## config.mk

```make
export PLATFORM = sky130hd
export DESIGN_NAME = dtdma_ctrl
export DESIGN_NICKNAME = d
export VERILOG_FILES = /design/src/dtdma_addr_gen.v /design/src/dtdma_ctrl.v
export VERILOG_INCLUDE_DIRS = /design/src
export SDC_FILE = /design/constraint.sdc
export NUM_CORES = 1
export LEC_CHECK = 0
export BUFFER_PORTS_ARGS = -buffer_cell sky130_fd_sc_hd__buf_2
export CAP_MARGIN = 20
export CORE_MARGIN = 2
export CORE_UTILIZATION = 57
export DETAILED_ROUTE_END_ITERATION = 12
export PLACE_DENSITY_LB_ADDON = 0.25
export SLEW_MARGIN = 30
export SYNTH_ARGS = -nofsm -noshare
export SYNTH_HDL_FRONTEND = slang
export SYNTH_SLANG_ARGS = --single-unit
export TNS_END_PERCENT = 20
```

## constraint.sdc

```tcl
create_clock -name ref_clk -period 5.86 [get_ports ref_clk]
set_clock_uncertainty 0.05 [all_clocks]
set_input_delay 1.172 -clock ref_clk [delete_from_list [all_inputs] [get_ports ref_clk]]
set_output_delay 1.172 -clock ref_clk [all_outputs]
set_load 0.03 [all_outputs]
```

## src/dtdma_consts.vh

```
// Purpose: Constants of the display DMA transfer controller
// Assumes: 8-bit register port, byte offsets as printed
// Notes: Included by both design files
//
// Summary of operation
// (RQ1) 24-bit source address in three bytes
// (RQ2) Config bit 1: 0 continuous, 1 block
// (RQ3) Continuous count is 19 bits over three bytes
// (RQ4) Block width is 10 bits, upper in own register
// (RQ5) Block height is 10 bits, upper in own register
// (RQ6) Picture width 10 bits, low three block only
// (RQ7) Start bit written 1 clears itself
// (RQ8) Config bit 0 reads busy state
// (RQ9) Block copies rows, stepping by picture width
// (RQ10) Host sets parameters first, keeps them while busy
`ifndef DTDMA_CONSTS_VH
`define DTDMA_CONSTS_VH

// ----------------------------------------------------------------
// Register offsets
// ----------------------------------------------------------------
`define DTDMA_OFS_SRC0 8'hb0
`define DTDMA_OFS_SRC1 8'hb1
`define DTDMA_OFS_SRC2 8'hb2
`define DTDMA_OFS_WID0 8'hb4
`define DTDMA_OFS_WID1 8'hb5
`define DTDMA_OFS_HGT0 8'hb6
`define DTDMA_OFS_HGT1 8'hb7
`define DTDMA_OFS_PIC0 8'hb8
`define DTDMA_OFS_PIC1 8'hb9
`define DTDMA_OFS_IRQ_STAT 8'hba
`define DTDMA_OFS_IRQ_MASK 8'hbb
`define DTDMA_OFS_CFG 8'hbf

// ----------------------------------------------------------------
// Fields and reset values
// ----------------------------------------------------------------
`define DTDMA_CFG_START_BIT 0
`define DTDMA_CFG_MODE_BIT 1
`define DTDMA_UPPER_MSB 1
`define DTDMA_PIC_SPLIT 3
`define DTDMA_IRQ_DONE_BIT 0
`define DTDMA_IRQ_REFUSE_BIT 1
`define DTDMA_IRQ_BITS 2
`define DTDMA_RST_BYTE 8'h00
`define DTDMA_RST_UPPER 2'h0
`define DTDMA_RST_IRQ 2'h0
`define DTDMA_RST_ADDR 24'h000000
`define DTDMA_RST_COL 19'h00000
`define DTDMA_RST_ROW 10'h000
`define DTDMA_ONE_COL 19'h00001
`define DTDMA_ONE_ROW 10'h001
`define DTDMA_ONE_ADDR 24'h000001
`define DTDMA_STRIDE_PAD 14'h0000
`define DTDMA_RUN_PAD 9'h000
`define DTDMA_BYTE_MSB 7
`define DTDMA_PIC_LOW_ZERO 3'h0
`define DTDMA_HI_ZERO 6'h00
`define DTDMA_CFG_ZERO 6'h00

`endif

```

## src/dtdma_addr_gen.v

```verilog
// Purpose: Source address walker over runs and rows
// Assumes: Load and step never in the same cycle
// Notes: Continuous mode is one row of the full count
`timescale 1ns/100ps
`include "dtdma_consts.vh"

module dtdma_addr_gen (
    input wire ref_clk,
    input wire rst,
    input wire load,
    input wire step,
    input wire [23:0] base_addr,
    input wire [18:0] run_len,
    input wire [9:0] rows,
    input wire [9:0] stride,
    output wire [23:0] addr,
    output wire last_unit,
    output wire empty
);

reg [18:0] col_r;
reg [18:0] len_r;
reg [9:0] row_r;
reg [23:0] base_r;
reg [23:0] addr_r;
wire [23:0] next_base;

assign next_base = base_r + {`DTDMA_STRIDE_PAD, stride};
assign addr = addr_r;
assign last_unit = (col_r == `DTDMA_ONE_COL) && (row_r == `DTDMA_ONE_ROW);
assign empty = (col_r == `DTDMA_RST_COL) || (row_r == `DTDMA_RST_ROW);

// ----------------------------------------------------------------
// Column and row counting
// ----------------------------------------------------------------
always @(posedge ref_clk)
begin
    if (rst)
    begin
        col_r <= `DTDMA_RST_COL;
        len_r <= `DTDMA_RST_COL;
        row_r <= `DTDMA_RST_ROW;
        base_r <= `DTDMA_RST_ADDR;
        addr_r <= `DTDMA_RST_ADDR;
    end
    else if (load)
    begin
        col_r <= run_len;
        len_r <= run_len;
        row_r <= rows;
        base_r <= base_addr;
        addr_r <= base_addr;
    end
    else if (step)
    begin
        if (col_r > `DTDMA_ONE_COL)
        begin
            col_r <= col_r - `DTDMA_ONE_COL;
            addr_r <= addr_r + `DTDMA_ONE_ADDR;
        end
        else
        begin
            // Next row starts one picture width further on
            col_r <= len_r; // RQ9
            row_r <= row_r - `DTDMA_ONE_ROW; // RQ9
            base_r <= next_base; // RQ9
            addr_r <= next_base; // RQ9
        end
    end
end

endmodule

```

## src/dtdma_ctrl.v

```verilog
// Purpose: Register-programmed DMA unit of a display controller
// Assumes: Memory port answers on the same clock
// Notes: One byte fetched per unit, streamed out one cycle later
//
// Implementation choice: the address-and-strobe port.
`timescale 1ns/100ps
`include "dtdma_consts.vh"

module dtdma_ctrl (
    input wire ref_clk,
    input wire rst,
    input wire [7:0] reg_addr,
    input wire [7:0] reg_wdata,
    input wire reg_wr,
    input wire reg_rd,
    output reg [7:0] reg_rdata,
    output wire irq,
    output wire mem_req,
    output wire [23:0] mem_addr,
    input wire mem_ack,
    input wire [7:0] mem_rdata,
    output reg [7:0] pix_data,
    output reg pix_valid,
    output wire busy
);

// ----------------------------------------------------------------
// States
// ----------------------------------------------------------------
localparam [3:0] ST_IDLE = 4'h1;
localparam [3:0] ST_CHECK = 4'h2;
localparam [3:0] ST_FETCH = 4'h4;
localparam [3:0] ST_FINISH = 4'h8;

reg [3:0] state_r;
reg [3:0] state_nxt;
reg [7:0] src_lo_r;
reg [7:0] src_mid_r;
reg [7:0] src_hi_r;
reg [7:0] wid_lo_r;
reg [1:0] wid_up_r;
reg [7:0] hgt_lo_r;
reg [1:0] hgt_up_r;
reg [7:0] pic_lo_r;
reg [1:0] pic_up_r;
reg mode_r;
reg start_r;
reg [1:0] irq_stat_r;
reg [1:0] irq_mask_r;
reg [1:0] irq_stat_nxt;
reg [7:0] rdata_nxt;

wire wr_cfg;
wire cfg_start;
wire gen_load;
wire gen_step;
wire gen_last;
wire gen_empty;
wire [23:0] src_addr;
wire [18:0] xfer_count;
wire [9:0] blk_width;
wire [9:0] blk_height;
wire [9:0] pic_width;
wire [18:0] run_len;
wire [9:0] rows;
wire [1:0] irq_event;

// Register select shared by write and read paths
function hit;
    input [7:0] addr;
    input [7:0] ofs;
    begin
        hit = (addr == ofs);
    end
endfunction

// ----------------------------------------------------------------
// Parameter assembly
// ----------------------------------------------------------------
assign src_addr = {src_hi_r, src_mid_r, src_lo_r}; // RQ1
assign xfer_count = {pic_lo_r[`DTDMA_PIC_SPLIT-1:0], hgt_lo_r,
                     wid_lo_r}; // RQ3
assign blk_width = {wid_up_r, wid_lo_r}; // RQ4
assign blk_height = {hgt_up_r, hgt_lo_r}; // RQ5
// Low three bits belong to the count in continuous mode
assign pic_width = {pic_up_r, pic_lo_r[`DTDMA_BYTE_MSB:`DTDMA_PIC_SPLIT],
                    mode_r ? pic_lo_r[`DTDMA_PIC_SPLIT-1:0]
                           : `DTDMA_PIC_LOW_ZERO}; // RQ6
assign run_len = mode_r ? {`DTDMA_RUN_PAD, blk_width} : xfer_count; // RQ2
assign rows = mode_r ? blk_height : `DTDMA_ONE_ROW; // RQ2

// ----------------------------------------------------------------
// Register writes
// ----------------------------------------------------------------
assign wr_cfg = reg_wr && hit(reg_addr, `DTDMA_OFS_CFG);
assign cfg_start = wr_cfg && reg_wdata[`DTDMA_CFG_START_BIT];

always @(posedge ref_clk)
begin
    if (rst)
    begin
        src_lo_r <= `DTDMA_RST_BYTE;
        src_mid_r <= `DTDMA_RST_BYTE;
        src_hi_r <= `DTDMA_RST_BYTE;
        wid_lo_r <= `DTDMA_RST_BYTE;
        wid_up_r <= `DTDMA_RST_UPPER;
        hgt_lo_r <= `DTDMA_RST_BYTE;
        hgt_up_r <= `DTDMA_RST_UPPER;
        pic_lo_r <= `DTDMA_RST_BYTE;
        pic_up_r <= `DTDMA_RST_UPPER;
        mode_r <= 1'b0;
        irq_mask_r <= `DTDMA_RST_IRQ;
    end
    else if (reg_wr)
    begin
        if (hit(reg_addr, `DTDMA_OFS_SRC0))
            src_lo_r <= reg_wdata; // RQ1
        if (hit(reg_addr, `DTDMA_OFS_SRC1))
            src_mid_r <= reg_wdata; // RQ1
        if (hit(reg_addr, `DTDMA_OFS_SRC2))
            src_hi_r <= reg_wdata; // RQ1
        if (hit(reg_addr, `DTDMA_OFS_WID0))
            wid_lo_r <= reg_wdata; // RQ3
        if (hit(reg_addr, `DTDMA_OFS_WID1))
            wid_up_r <= reg_wdata[`DTDMA_UPPER_MSB:0]; // RQ4
        if (hit(reg_addr, `DTDMA_OFS_HGT0))
            hgt_lo_r <= reg_wdata; // RQ3
        if (hit(reg_addr, `DTDMA_OFS_HGT1))
            hgt_up_r <= reg_wdata[`DTDMA_UPPER_MSB:0]; // RQ5
        if (hit(reg_addr, `DTDMA_OFS_PIC0))
            pic_lo_r <= reg_wdata; // RQ6
        if (hit(reg_addr, `DTDMA_OFS_PIC1))
            pic_up_r <= reg_wdata[`DTDMA_UPPER_MSB:0]; // RQ6
        if (hit(reg_addr, `DTDMA_OFS_IRQ_MASK))
            irq_mask_r <= reg_wdata[`DTDMA_IRQ_BITS-1:0];
        // Mode is frozen while a transfer runs
        if (wr_cfg && !busy)
            mode_r <= reg_wdata[`DTDMA_CFG_MODE_BIT]; // RQ2 RQ10
    end
end

// ----------------------------------------------------------------
// Start bit, taken by the engine in the next cycle
// ----------------------------------------------------------------
always @(posedge ref_clk)
begin
    if (rst)
        start_r <= 1'b0;
    else if (cfg_start && !busy)
        start_r <= 1'b1;
    else
        start_r <= 1'b0; // RQ7
end

// ----------------------------------------------------------------
// Engine
// ----------------------------------------------------------------
assign busy = !state_r[0] || start_r; // RQ8
assign mem_req = state_r == ST_FETCH;
assign gen_load = start_r;
assign gen_step = mem_req && mem_ack;

always @*
begin
    state_nxt = state_r;
    case (state_r)
        ST_IDLE:
        begin
            if (start_r)
                state_nxt = ST_CHECK;
        end
        ST_CHECK:
        begin
            // Zero length run or zero rows ends at once
            if (gen_empty)
                state_nxt = ST_FINISH;
            else
                state_nxt = ST_FETCH;
        end
        ST_FETCH:
        begin
            if (gen_step && gen_last)
                state_nxt = ST_FINISH; // RQ9
        end
        ST_FINISH:
        begin
            state_nxt = ST_IDLE;
        end
        default:
        begin
            state_nxt = ST_IDLE;
        end
    endcase
end

always @(posedge ref_clk)
begin
    if (rst)
        state_r <= ST_IDLE;
    else
        state_r <= state_nxt;
end

dtdma_addr_gen u_addr_gen (
    .ref_clk(ref_clk),
    .rst(rst),
    .load(gen_load),
    .step(gen_step),
    .base_addr(src_addr),
    .run_len(run_len),
    .rows(rows),
    .stride(pic_width),
    .addr(mem_addr),
    .last_unit(gen_last),
    .empty(gen_empty)
);

// ----------------------------------------------------------------
// Output stream
// ----------------------------------------------------------------
always @(posedge ref_clk)
begin
    if (rst)
    begin
        pix_data <= `DTDMA_RST_BYTE;
        pix_valid <= 1'b0;
    end
    else
    begin
        pix_valid <= gen_step;
        if (gen_step)
            pix_data <= mem_rdata;
    end
end

// ----------------------------------------------------------------
// Interrupt status, set wins over clear by read
// ----------------------------------------------------------------
assign irq_event[`DTDMA_IRQ_DONE_BIT] = state_r == ST_FINISH;
assign irq_event[`DTDMA_IRQ_REFUSE_BIT] = cfg_start && busy;
assign irq = |(irq_stat_r & irq_mask_r);

always @*
begin
    irq_stat_nxt = irq_stat_r;
    if (reg_rd && hit(reg_addr, `DTDMA_OFS_IRQ_STAT))
        irq_stat_nxt = `DTDMA_RST_IRQ;
    irq_stat_nxt = irq_stat_nxt | irq_event;
end

always @(posedge ref_clk)
begin
    if (rst)
        irq_stat_r <= `DTDMA_RST_IRQ;
    else
        irq_stat_r <= irq_stat_nxt;
end

// ----------------------------------------------------------------
// Register reads, data in the following cycle
// ----------------------------------------------------------------
always @*
begin
    rdata_nxt = `DTDMA_RST_BYTE;
    case (reg_addr)
        `DTDMA_OFS_SRC0:
            rdata_nxt = src_lo_r;
        `DTDMA_OFS_SRC1:
            rdata_nxt = src_mid_r;
        `DTDMA_OFS_SRC2:
            rdata_nxt = src_hi_r;
        `DTDMA_OFS_WID0:
            rdata_nxt = wid_lo_r;
        `DTDMA_OFS_WID1:
            rdata_nxt = {`DTDMA_HI_ZERO, wid_up_r};
        `DTDMA_OFS_HGT0:
            rdata_nxt = hgt_lo_r;
        `DTDMA_OFS_HGT1:
            rdata_nxt = {`DTDMA_HI_ZERO, hgt_up_r};
        `DTDMA_OFS_PIC0:
            rdata_nxt = pic_lo_r;
        `DTDMA_OFS_PIC1:
            rdata_nxt = {`DTDMA_HI_ZERO, pic_up_r};
        `DTDMA_OFS_IRQ_STAT:
            rdata_nxt = {`DTDMA_HI_ZERO, irq_stat_r};
        `DTDMA_OFS_IRQ_MASK:
            rdata_nxt = {`DTDMA_HI_ZERO, irq_mask_r};
        `DTDMA_OFS_CFG:
            rdata_nxt = {`DTDMA_CFG_ZERO, mode_r, busy}; // RQ8
        default:
            rdata_nxt = `DTDMA_RST_BYTE;
    endcase
end

always @(posedge ref_clk)
begin
    if (rst)
        reg_rdata <= `DTDMA_RST_BYTE;
    else if (reg_rd)
        reg_rdata <= rdata_nxt;
    else
        reg_rdata <= `DTDMA_RST_BYTE;
end

endmodule

```

==> results.md <==
* Outcome: finished clean
* Setup_tns at 0 ns
* H-tree levels at 4
* Main synth FF type: dfxtp_1
* Hold endpoint: pix_data[6]
* Total of max-cap violations at 0
* Largest net degree at the start of global routing at 96
* Die area at 0.01739 mm^2
* Tot GR Track Use at 0.3074
* Initial antenna violation count at 0
* Worst hold stages at 2
* Die width at 131.9 um
* Fmax at 305.5 MHz
* Rows at 46
* Worst setup SP type: register
* Reg2reg setup slack at 2.59 ns
* Via density at 6.319
* Slew Limit Fails at 0
* Clock root buffer: clkbuf_16
* CTS sink cnt at 177
* TritonCTS clock tree: yes
* Nets at 1247
* Total routed wirelength at 27340 um
* Internal cell power at 1.917 mW
* Clk pwr share at 0.483
* Hold Buf Count CTS at 0
* Via count at 9036
* Start point of the worst min-delay path: pix_data[6]
* Hold Path Class: reg -> reg
* Core region area at 0.01594 mm^2
* Synthesized area at 0.009320 mm^2
* Initial Util at 0.5846
* Total Power Consumption at 2.473 mW
* Iter 0 DRT Violations at 1069
* Endpoints failing setup at 0
* Worst Path Required at 6.16 ns
* Clk slew on worst S/H paths at 0.07 ns
* Sw Share at 0.2250
* Crit end category: register
* Post-synth cell types at 64
* Share of layout cells above drive strength 1 at 0.1129
* Final hold slack at 0.4031 ns
* Pre-Repair DR Iteration Count at 5
* Cell area power density at 239.3 mW/mm^2
* Flops & latches, synth at 177
* Final ANT Viol Nets at 0
* CTS-repair resized insts at 0
* Leak Pwr at 3.779 nW
* Comb power frac at 0.030
* I/O pin count at 73
* DR WL/cell at 19.12 um
* # diodes at 0
* RSZ-0062 raised after global routing: no
* Cells after Synth at 1182
* Worst Setup Path Type: reg -> reg
* Total grt overflow at 0
* CTS buffer count at 17
* Actual slew at the worst max-slew pin at 1.020 ns
* Peak VDD IR at 0.2235 mV
* Die Height at 131.9 um
* GPL Wtd Cong at 0.9491
* Crit path DAT at 3.57 ns
* CP max FO at 11
* # port buffers at 72
* Syn_area_per_cell at 7.885 um^2
* Worst relative slew slack at 0.3203
* Ys async rst share at 0
* Switching Power at 0.5565 mW
* Post-synth EDFFs at 0
* Setup Buffers After CTS at 0
* # DRC at 0
* Final Hold Violating Endpoints at 0
* Post-DP HPWL at 18490 um
* Tmin final at 3.273 ns
* Worst reg2reg path startpoint: mode_r
* Period Utilization, post-route at 0.5586
* Cells on worst reg2reg path at 11
* Syn. warnings at 0
* First-pass GRT wire length at 43060 um
* Syn Nets at 1227
* Seq/Total Area, Yosys at 0.3802
* Clk_lat worst skew at 0.44 ns
* Vias in the first global route at 8150
* P&R area growth vs syn at 10.90%
* CTS max path bufs at 2
* Worst reg2reg path endpoint: u_addr_gen.base_r[22]
* Sequential Power Share at 0.487
## power groups by stage
stage / clock (mW) / sequential (mW) / combinational (mW)
after floorplan: 0 / 1.23 / 0.0422
after global placement: 0 / 1.23 / 0.0705
after detailed placement: 0 / 1.23 / 0.0705
after CTS: 1.20 / 1.20 / 0.0709
after global routing: 1.25 / 1.20 / 0.0772
final: 1.20 / 1.20 / 0.0734
## metal layers
layer  up-vias  GRT usage  wire length [um]
li1       4301          -                 -
met1      4230     0.4395             12210
met2       441     0.4534             11830
met4         0     0.1250               770
met3        64    0.06151              2530
met5         -          0                 0
## final cells by class
| type | count | area, um^2 |
|---|---|---|
| clock buffers | 20 | 456.7 |
| well taps | 216 | 270.3 |
| inverters | 18 | 67.56 |
| repair buffers | 83 | 449.2 |
| multi-input cells | 905 | 5396 |
| flip-flops and latches | 177 | 3545 |
| fillers | 1370 | 5607 |
| clock inverters | 11 | 151.4 |
## cell usage in the layout, fill, tap and decap left out, types with 4 or more instances in the layout
master     count
a22oi_1        6
buf_2         71
a21oi_1      122
inv_1         17
a211o_1        4
nand3_1       62
a22o_1        10
a221oi_1      17
nor3_1        19
and3_1        20
a31oi_1       10
mux2i_1       40
nor4_1        10
a21o_1         6
o22ai_1       15
a211oi_1      13
xor2_1        30
xnor2_1       27
nor2b_1        8
nand2_1      162
ha_1          15
o211ai_1      14
a21boi_0       6
nor2_1       123
buf_4         11
and2_1         6
or3_1          5
nand4_1       19
dfxtp_1      176
o21ai_0       60
clkbuf_16     17
a311oi_1       9
o221ai_1       6
o21a_1        11
o31ai_1        4
## registers in the layout (all words and copies together), names as in the netlist, 2 cells and up
signal,cells
hgt_up_r,2
u_addr_gen.len_r,19
irq_mask_r,2
src_lo_r,8
irq_stat_r,2
u_addr_gen.col_r,19
pic_lo_r,8
pic_up_r,2
state_r,4
u_addr_gen.row_r,10
wid_lo_r,8
u_addr_gen.base_r,24
pix_data,8
hgt_lo_r,8
wid_up_r,2
u_addr_gen.addr,24
src_mid_r,8
reg_rdata,8
src_hi_r,8
## metrics by stage
| stage | instance area [um^2] | std cells | util | setup WS, ns |
|---|---|---|---|---|
| 6_report | 10340 | 1430 | 0.6483 | 2.587 |
| 5_1_grt | 10340 | 1430 | 0.6483 | 2.404 |
| 4_1_cts | 10320 | 1430 | 0.6474 | 2.650 |
| 3_5_place_dp | 9713 | 1399 | 0.6092 | 2.455 |
| 3_3_place_gp | 9707 | 1399 | 0.6089 | 2.485 |
| 2_1_floorplan | 9320 | 1182 | - | 3.073 |
## synthesized netlist by cell type (3+ instances only)
library cell	number	area share
nor4_4	3	0.0068
ha_1	15	0.020
o21a_1	11	0.0089
clkbuf_1	63	0.025
nor4_1	12	0.0081
a22o_1	10	0.0094
o21ai_0	60	0.032
a22oi_1	6	0.0048
nor2_1	123	0.050
dfxtp_1	177	0.38
a21oi_1	123	0.066
buf_2	11	0.0059
a311oi_1	9	0.0085
or3_1	5	0.0034
a211o_1	4	0.0038
a31oi_1	10	0.0067
o221ai_1	6	0.0056
and3_1	20	0.013
xnor2_1	27	0.025
nor3_1	20	0.011
buf_1	5	0.0020
a21boi_0	6	0.0048
mux2_2	3	0.0036
xor2_1	30	0.028
a21o_1	7	0.0056
nand3_1	62	0.033
o31ai_1	4	0.0032
and2_1	6	0.0040
a211oi_1	13	0.010
nor2b_1	8	0.0054
nand2_1	163	0.066
inv_1	18	0.0072
a221oi_1	17	0.016
o211ai_1	14	0.011
nand4_1	19	0.013
mux2i_1	40	0.043
and4_1	3	0.0028
o22ai_1	15	0.010
## worst max path at each step
stage,start,to,slack (ns)
after detailed placement,reg_addr[6],pic_lo_r[5],2.45
after CTS,mode_r,u_addr_gen.base_r[22],2.65
after global placement,reg_addr[6],wid_lo_r[5],2.48
after floorplan,reg_addr[3],hgt_lo_r[0],3.07
after global routing,mode_r,u_addr_gen.base_r[22],2.40
final,mode_r,u_addr_gen.base_r[22],2.59
## cells by family (layout without fill, tap and decap cells)
group / Yosys count / count (layout) / synth area share
and+or+nand+nor: 462 / 462 / 0.2343
xor gates and xnor gates: 57 / 57 / 0.05356
AOI/OAI and AO/OA: 327 / 327 / 0.2196
adders and majority gates: 16 / 16 / 0.02228
DFF: 177 / 177 / 0.3802
muxes: 43 / 43 / 0.04658
buffers and inverters: 100 / 132 / 0.04349
## worst max-delay path, stage by stage (launching register included)
cell and delay (ns):
dfxtp_1 0.60, and2_1 0.25, ha_1 0.18, inv_1 0.05, fa_1 0.40, nor2b_1 0.19, o31a_1 0.25, a221oi_2 0.22
nor3_4 0.33, nand2_2 0.11, or3_1 0.31, a311oi_1 0.23
No activity file was read; power rests on OpenSTA's default activity.
